### src/cso_pkg.sv
// package: register addresses, field positions, reset values and settle timing
package cso_pkg;
    localparam logic [15:0] CSO_ADDR_STANDBY = 16'hffc0;   // standby control register
    localparam logic [15:0] CSO_ADDR_STATUS = 16'hffce;    // cpu clock status register
    localparam logic [15:0] CSO_ADDR_SETTLE = 16'hffcf;    // settle time select register
    localparam logic [7:0] CSO_STANDBY_RESET = 8'h30;      // standby control after reset
    localparam logic [7:0] CSO_SETTLE_RESET = 8'h00;       // settle select after reset
    localparam logic [7:0] CSO_STATUS_RESET = 8'h32;       // status after reset
    localparam logic [7:0] CSO_STATUS_MIRROR = 8'hf4;      // status bits copied from standby
    localparam logic [7:0] CSO_STATUS_ONE = 8'h02;         // status bit that reads 1
    localparam logic [7:0] CSO_SETTLE_MASK = 8'h87;        // writable settle bits
    localparam int CSO_HALT_BIT = 0;                       // halt request
    localparam int CSO_STOP_BIT = 1;                       // stop request
    localparam int CSO_MOSC_BIT = 2;                       // main osc stop
    localparam int CSO_CKHI_BIT = 6;                       // cpu clock select top bit
    localparam int CSO_EXT_CLOCK_SELECT_BIT = 7;                       // external clock select
    localparam int CSO_WAIT_LSB = 0;                       // wait select low bit
    localparam int CSO_WAIT_W = 3;                         // wait select width
    localparam int CSO_CNT_W = 20;                         // settle counter width
    localparam int CSO_LOG_MAX = 19;                       // log2 of longest crystal wait
    localparam logic [CSO_CNT_W-1:0] CSO_EXT_WAIT = 20'h00200; // 512 periods
    typedef enum logic [1:0] {CSO_RUN, CSO_HALT, CSO_STOP, CSO_IDLE} cso_mode_e;
endpackage

### src/cso_wait_if.sv
// interface: settle wait request and done between top and counter
`timescale 1ns/1ps
`default_nettype none
interface cso_wait_if;
    logic start;                    // one-cycle restart pulse
    logic [19:0] limit;             // periods to wait
    logic done;                     // wait complete level
    modport ctl (output start, output limit, input done);
    modport cnt (input start, input limit, output done);
endinterface
`default_nettype wire

### src/cso_settle_counter.sv
// module: oscillation settle wait counter
`timescale 1ns/1ps
`default_nettype none
module cso_settle_counter
    import cso_pkg::*;
(
    input wire logic I_CLK,
    input wire logic I_RESET_N,
    cso_wait_if.cnt w
);
    typedef struct packed {
        logic [CSO_CNT_W-1:0] cnt;  // elapsed periods
        logic busy;                 // counting
        logic done;                 // reached the limit
    } cso_cnt_s;
    cso_cnt_s st_reg, st_next;
    ////////////////////////////////////////////////////////////////////
    // restart from zero on each start, stop once limit reached
    always_comb begin
        st_next = st_reg;
        if (w.start) begin
            st_next.cnt = '0;   // [RULE25]
            st_next.busy = 1'b1;
            st_next.done = 1'b0;
        end else if (st_reg.busy) begin
            if (st_reg.cnt + 20'h00001 >= w.limit) begin
                st_next.busy = 1'b0;
                st_next.done = 1'b1;
            end
            st_next.cnt = st_reg.cnt + 20'h00001;
        end
    end
    // register the state
    always_ff @(posedge I_CLK) begin
        if (!I_RESET_N) begin
            st_reg <= '0;
        end else begin
            st_reg <= st_next;
        end
    end
    assign w.done = st_reg.done;
endmodule
`default_nettype wire

### src/cso_clock_status.sv
// module: clock status, settle select and standby mode control
// Summary of operation
// [RULE1] read-only 8-bit cpu clock status register
// [RULE2] status bits 2,4-7 mirror standby control
// [RULE3] status reads 32h after reset
// [RULE4] status at ffce with documented bit layout
// [RULE5] bit0 shows main or subsystem clock
// [RULE6] three-bit field selects cpu clock divider
// [RULE7] main osc status 1 means stopped
// [RULE8] subsystem resistor bit 1 means unused
// [RULE9] settle register resets to 00h
// [RULE10] settle register at ffcf, bits 6-3 zero
// [RULE11] wait 2^19..2^12 periods, or 512 external
// [RULE12] wait applied on stop release
// [RULE13] ext_clock_select picks crystal or external clock
// [RULE14] ext_clock_select set stops on-chip oscillator
// [RULE15] software sets ext_clock_select before stop
// [RULE16] settle register takes bit and byte writes
// [RULE17] software picks 40ms crystal, 4ms ceramic
// [RULE18] halt request bit enters halt
// [RULE19] standby written only by protected write
// [RULE20] software adds three nops after halt
// [RULE21] halt allowed from main or subclock
// [RULE22] request bits encode mode, auto cleared
// [RULE23] halt withholds cpu clock
// [RULE24] only unmasked interrupts release halt
// [RULE25] settle counter restarts, gates clock till done
`timescale 1ns/1ps
`default_nettype none
module cso_clock_status
    import cso_pkg::*;
(
    input wire logic I_CLK,
    input wire logic I_RESET_N,
    input wire logic [15:0] I_ADDR,        // register address
    input wire logic I_WR,                 // byte write strobe
    input wire logic I_BIT_WR,             // single-bit write strobe
    input wire logic [2:0] I_BIT_SEL,      // bit index for bit write
    input wire logic I_PROT_WR,            // protected write, complement check passed
    input wire logic [7:0] I_WDATA,        // write data, bit write uses bit 0
    input wire logic I_RD,                 // read strobe
    input wire logic I_INT_PENDING,        // unmasked interrupt request, same clock
    output logic [7:0] O_RDATA,            // registered read data
    output logic O_CPU_CLK_EN,             // cpu clock enable
    output logic O_MAIN_OSC_EN,            // on-chip main oscillator enable
    output logic O_EXT_CLK_SEL,            // run from external clock on out pin
    output logic O_SUB_CLK_SEL,            // cpu on subsystem clock
    output logic [1:0] O_CPU_DIV_LOG,      // log2 of main clock divider
    output logic O_SUB_OSC_EN              // subsystem oscillator enable
);
    typedef struct packed {
        logic [7:0] standby;        // standby control register
        logic [7:0] settle;         // settle time select register
        logic [7:0] rdata;          // read data
        logic wait_on;              // stop release wait running
        logic cpu_en;
        logic osc_en;
        logic ext_sel;
        logic sub_sel;
        logic [1:0] div_log;
        logic sub_en;
    } cso_top_s;
    cso_top_s st_reg, st_next;
    cso_wait_if w();
    logic start_w;
    logic [CSO_CNT_W-1:0] limit_w;
    ////////////////////////////////////////////////////////////////////
    // compose the status view of the standby register
    function automatic logic [7:0] status_of(input logic [7:0] sb);
        logic [7:0] s;
        s = (sb & CSO_STATUS_MIRROR) | CSO_STATUS_ONE;   // [RULE2] [RULE4] [RULE7] [RULE8]
        s[0] = sb[CSO_CKHI_BIT];                         // [RULE5]
        return s;
    endfunction
    // settle wait length from the select register
    function automatic logic [CSO_CNT_W-1:0] wait_of(input logic [7:0] os);
        logic [4:0] sh;
        sh = 5'(CSO_LOG_MAX) - {2'b00, os[CSO_WAIT_LSB +: CSO_WAIT_W]};
        if (os[CSO_EXT_CLOCK_SELECT_BIT]) begin
            return CSO_EXT_WAIT;                         // [RULE11]
        end
        return CSO_CNT_W'(1) << sh;                      // [RULE11]
    endfunction
    function automatic cso_mode_e mode_of(input logic [7:0] sb);
        return cso_mode_e'({sb[CSO_STOP_BIT], sb[CSO_HALT_BIT]}); // [RULE22]
    endfunction
    ////////////////////////////////////////////////////////////////////
    // next state: register writes, mode sequencing, outputs
    always_comb begin
        cso_mode_e m;
        m = mode_of(st_reg.standby);
        st_next = st_reg;
        start_w = 1'b0;
        limit_w = wait_of(st_reg.settle);                // [RULE12]
        // protected full-byte write is the only way into standby
        if (I_PROT_WR && I_ADDR == CSO_ADDR_STANDBY) begin
            st_next.standby = I_WDATA;                   // [RULE19] [RULE18] [RULE21]
        end else if (m == CSO_HALT || m == CSO_IDLE) begin
            if (I_INT_PENDING) begin
                st_next.standby[CSO_HALT_BIT] = 1'b0;    // [RULE24] [RULE22]
                st_next.standby[CSO_STOP_BIT] = 1'b0;
            end
        end else if (m == CSO_STOP && !st_reg.wait_on && I_INT_PENDING) begin
            start_w = 1'b1;                              // [RULE12] [RULE25]
            st_next.wait_on = 1'b1;
        end
        // wait finished: release stop, clock resumes
        if (st_reg.wait_on && w.done && !start_w) begin
            st_next.wait_on = 1'b0;
            st_next.standby[CSO_STOP_BIT] = 1'b0;        // [RULE22]
        end
        // settle register: byte or single-bit writes, fixed bits stay 0
        if (I_WR && I_ADDR == CSO_ADDR_SETTLE) begin
            st_next.settle = I_WDATA & CSO_SETTLE_MASK;  // [RULE16] [RULE10]
        end else if (I_BIT_WR && I_ADDR == CSO_ADDR_SETTLE) begin
            st_next.settle[I_BIT_SEL] = I_WDATA[0] & CSO_SETTLE_MASK[I_BIT_SEL]; // [RULE16]
        end
        // reads; status is never written, so writes to it are dropped
        if (I_RD) begin
            unique case (I_ADDR)
                CSO_ADDR_STATUS: st_next.rdata = status_of(st_reg.standby); // [RULE1]
                CSO_ADDR_SETTLE: st_next.rdata = st_reg.settle;
                CSO_ADDR_STANDBY: st_next.rdata = st_reg.standby;
                default: st_next.rdata = 8'h00;
            endcase
        end
        // clock outputs; cpu gated in any standby mode or while waiting
        st_next.cpu_en = (mode_of(st_next.standby) == CSO_RUN) && !st_next.wait_on; // [RULE23]
        st_next.ext_sel = st_next.settle[CSO_EXT_CLOCK_SELECT_BIT];                 // [RULE13]
        // main osc off with ext_clock_select, in stop outside the wake wait, or on subclock with main osc stop bit
        st_next.osc_en = !st_next.settle[CSO_EXT_CLOCK_SELECT_BIT]                  // [RULE14]
            && !(st_next.standby[CSO_STOP_BIT] && !st_next.wait_on)
            && !(st_next.standby[CSO_MOSC_BIT] && st_next.standby[CSO_CKHI_BIT]);
        st_next.sub_sel = st_next.standby[CSO_CKHI_BIT];                // [RULE6]
        st_next.div_log = st_next.standby[5:4];                         // [RULE6]
        st_next.sub_en = !st_next.standby[7];                           // [RULE8]
    end
    // register state; standby and settle reset values from the package
    always_ff @(posedge I_CLK) begin
        if (!I_RESET_N) begin
            st_reg <= '0;
            st_reg.standby <= CSO_STANDBY_RESET;         // [RULE3]
            st_reg.settle <= CSO_SETTLE_RESET;           // [RULE9]
            st_reg.rdata <= 8'h00;
            st_reg.cpu_en <= 1'b1;
            st_reg.osc_en <= 1'b1;
            st_reg.sub_en <= 1'b1;
            st_reg.div_log <= 2'b11;
        end else begin
            st_reg <= st_next;
        end
    end
    assign w.start = start_w;
    assign w.limit = limit_w;
    cso_settle_counter u_cnt (
        .I_CLK(I_CLK),
        .I_RESET_N(I_RESET_N),
        .w(w)
    );
    assign O_RDATA = st_reg.rdata;
    assign O_CPU_CLK_EN = st_reg.cpu_en;
    assign O_MAIN_OSC_EN = st_reg.osc_en;
    assign O_EXT_CLK_SEL = st_reg.ext_sel;
    assign O_SUB_CLK_SEL = st_reg.sub_sel;
    assign O_CPU_DIV_LOG = st_reg.div_log;
    assign O_SUB_OSC_EN = st_reg.sub_en;
endmodule
`default_nettype wire

### config.mk
export PLATFORM = sky130hd
export DESIGN_NAME = cso_clock_status
export DESIGN_NICKNAME = d
export VERILOG_FILES = /design/src/cso_pkg.sv /design/src/cso_wait_if.sv /design/src/cso_settle_counter.sv /design/src/cso_clock_status.sv
export SDC_FILE = /design/constraint.sdc
export NUM_CORES = 1
export LEC_CHECK = 0
export BUFFER_PORTS_ARGS = -buffer_cell sky130_fd_sc_hd__clkbuf_2
export CAP_MARGIN = 25
export CORE_MARGIN = 5
export CORE_UTILIZATION = 45
export DETAILED_ROUTE_END_ITERATION = 8
export GPL_ROUTABILITY_DRIVEN = 0
export GPL_TIMING_DRIVEN = 0
export PLACE_DENSITY = 0.65
export SLEW_MARGIN = 20
export SYNTH_ARGS = -nofsm -noshare
export SYNTH_HDL_FRONTEND = slang
export SYNTH_HIERARCHICAL = 1
export SYNTH_SLANG_ARGS = --single-unit
export TNS_END_PERCENT = 100
### constraint.sdc
create_clock -name I_CLK -period 4.46 [get_ports I_CLK]
set_input_delay 0.669 -clock I_CLK [delete_from_list [all_inputs] [get_ports I_CLK]]
set_output_delay 0.669 -clock I_CLK [all_outputs]
set_load 0.03 [all_outputs]
==> metrics.cfg <==
[outcome]
outcome=finished, final reports clean

[synthesis]
synth-edff-count=0
async_flop_share=0
synth.avg_cell_area_um2=7.924
synth_top_flop_cell=dfxtp_1
yosys_warnings=6
synth_fa_ha_area_frac=0.07675
synth_area_leaders=dfxtp_1 29%, ha_1 7.7%, nand2_1 6.6%, buf_4 3.7%, xnor2_1 3.6%
yosys.area_share.simple=0.3030
synth_top_family_by_area=simple AND/OR/NAND/NOR gates
synthCells=432
synth_xor_area_frac=0.06908
synthTopCellsByCount=60 x nand2_1, 50 x dfxtp_1, 29 x inv_1
muxShareOfSynthArea=0.02047
synth-compound-area-share=0.1473
synth_most_common_cell=nand2_1
yosys.area.top_type=dfxtp_1
yosysUniqueCellTypes=59
synth_seq_cells=50
synth_top_area_frac=0.2924
yosysSeqAreaShare=0.2924
syn_area_um2=3423

[clock_tree]
htreeDepth=2
cts_buffers=5
post_cts_buffers=0
clockBufferDepth=2
ctsRootBufferMaster=clkbuf_8
clkTransAtPathRegs_ns=0.11
cts_resized=0
clkLatencyLatePin_ns=0.31
holdBufCountCts=0
tritoncts=yes
cts.sinks=50

[pwr]
pwr-share-comb=0.087
irDropWorstVdd_v=0.0001529
switching_share=0.2673
power.density_nw_per_um2=206.6
power.internal_mw=0.5925
p_leak_nw=1.635
power.switching_mw=0.2162
clockPowerShare=0.358
p_seq_frac=0.555

[floorplanning]
row_count=31
core_area_um2=7331
start_util=0.4670
ios=49
die_x_um=97.22
dieArea_um2=9452
die_height_um=97.22

[drt]
viasPerCell=5.240
routed_wl_mm=7.905
routedWlPerCell_um=13.26
firstDrtPassIters=4
drcViolationCount=0
first_iter_violations=105
ant_nets=0
num_vias=3123

[worst_setup_path]
arrival_ns=3.11
cp-start-kind=flop
crit_buf_inv=1
required_ns=4.66
cpPeakStageDelay_ns=0.46
path_cells=ha_1, and4_1, buf_4, nand4_4, nor3_1, xor2_1, ha_1, nand4_1, nor3_1, and4b_1, o41a_1
cp-endpoint=u_cnt/w.done
path_class=flop to flop
crit_start=u_cnt/st_reg[2]
worstPathMaxFanout=7
critical_path.reg2reg.startpoint=u_cnt/st_reg[2]
reg2reg_depth=11
r2r_setup_slack_ns=1.55
crit_family=simple AND/OR/NAND/NOR gates
path_depth=11
cp_slowest_cell=dfxtp_1
cp-end-kind=flop
timing.rr.end=u_cnt/w.done

[sta]
fin_setup_tns_ns=0
worst_pin_slew_ns=0.6646
relSlewSlack=0.5560
slew_viol_final=0
holdWs_ns=0.4424
hold_viol_final=0
clock_skew_ns=0.007235
clock.fmax_mhz=343.1
finalCritPeriodShare=0.6535
rsz0062_at_grt=false
finalSetupViolations=0
period_minus_slack_ns=2.914

[placed_design]
hpwlAfterDp_mm=6.195
port_buffers=47

[layout]
diodes=0
area.growth.synth_to_final_pct=14.36
nets=551
drive_gt1_frac=0.1751
largest_reg_flops=21

[worst_hold_path]
min_path_type=flop to flop

[global_routing]
grt-ovfl-total=0
grt_usage=0.1652
grt_pass1_vias=2857
grt_pass1_wl_mm=13.17
antenna_found_initial=0
grt_start_max_net_pins=19

[flow_run]
max-cap-violations=0

[worst min-delay path, delay by kind of cell, from the launching register on]
kind	cells	cell delay, ns
flops	1	0.33
compound gates	1	0.03
simple gates	1	0.05
[layout by cell type, fill, tap and decap left out, types with 3 or more instances in the layout]
cell type / n
a21boi_0: 8
a21oi_1: 21
a31oi_1: 6
and3_1: 6
and4_1: 7
buf_2: 3
buf_4: 17
clkbuf_1: 9
clkbuf_2: 47
clkbuf_8: 5
conb_1: 11
dfxtp_1: 50
ha_1: 21
inv_1: 29
mux2i_1: 7
nand2_1: 60
nand2b_1: 14
nand3_1: 16
nand4_1: 13
nor2_1: 25
nor2b_1: 6
nor3_1: 13
nor4_1: 3
o21ai_0: 18
o31ai_1: 3
or3_1: 3
or4_1: 3
xnor2_1: 14
xor2_1: 13
[metal layers]
layer / vias up / track usage / share of wire
li1: 1636 / - / -
met2: 49 / 0.2749 / 0.47
met1: 1434 / 0.2213 / 0.47
met4: 0 / 0.04047 / 0.0092
met3: 4 / 0.03015 / 0.043
met5: - / 0 / 0
[power by group through the flow]
| stage | registers, mW | logic [mW] | clock network [mW] |
|---|---|---|---|
| final | 0.449 | 0.0701 | 0.289 |
| after global routing | 0.450 | 0.0785 | 0.320 |
| after CTS | 0.449 | 0.0698 | 0.302 |
| after detailed placement | 0.460 | 0.0695 | 0 |
| after global placement | 0.460 | 0.0679 | 0 |
| after floorplan | 0.459 | 0.0375 | 0 |
[how the worst min path moves through the flow]
stage               start    endpoint  slack (ns)  depth (start not counted)
2_1_floorplan  st_reg[19]  st_reg[19]        0.41                          2
5_1_grt        st_reg[19]  st_reg[19]        0.46                          2
3_3_place_gp   st_reg[22]  st_reg[22]        0.42                          2
4_1_cts        st_reg[19]  st_reg[19]        0.45                          2
6_report       st_reg[19]  st_reg[19]        0.44                          2
3_5_place_dp   st_reg[19]  st_reg[19]        0.43                          2
[cells by family (layout without fill, tap and decap cells)]
family / Yosys count / after routing
buffers and inverters: 60 / 115
other: 1 / 11
and+or+nand+nor: 189 / 189
AOI/OAI and AO/OA: 77 / 77
muxes: 7 / 7
xor gates and xnor gates: 27 / 27
adders and majority gates: 21 / 21
DFF: 50 / 50
[layout make-up]
class                   count  area [um^2]
plain buffers              31        198.9
clock buffers               5        68.82
clock inverters             3        26.28
fillers                   731         3416
inverters                  29        108.9
multi-input cells         332         2152
flip-flops and latches     50         1001
well taps                  99        123.9
repair buffers             47        235.2
[metrics by stage]
step           cell area, um^2  worst slack, ns  utilization  instances  power [mW]
4_1_cts                   3915            1.548       0.5341        596      0.8212
3_5_place_dp              3820            1.448       0.5211        588      0.5291
6_report                  3915            1.546       0.5341        596      0.8088
5_1_grt                   3915            1.286       0.5341        596      0.8482
3_3_place_gp              3820            1.478       0.5211        588      0.5275
2_1_floorplan             3461            1.905            -        442      0.4968
Power figures use the tool's default switching activity.
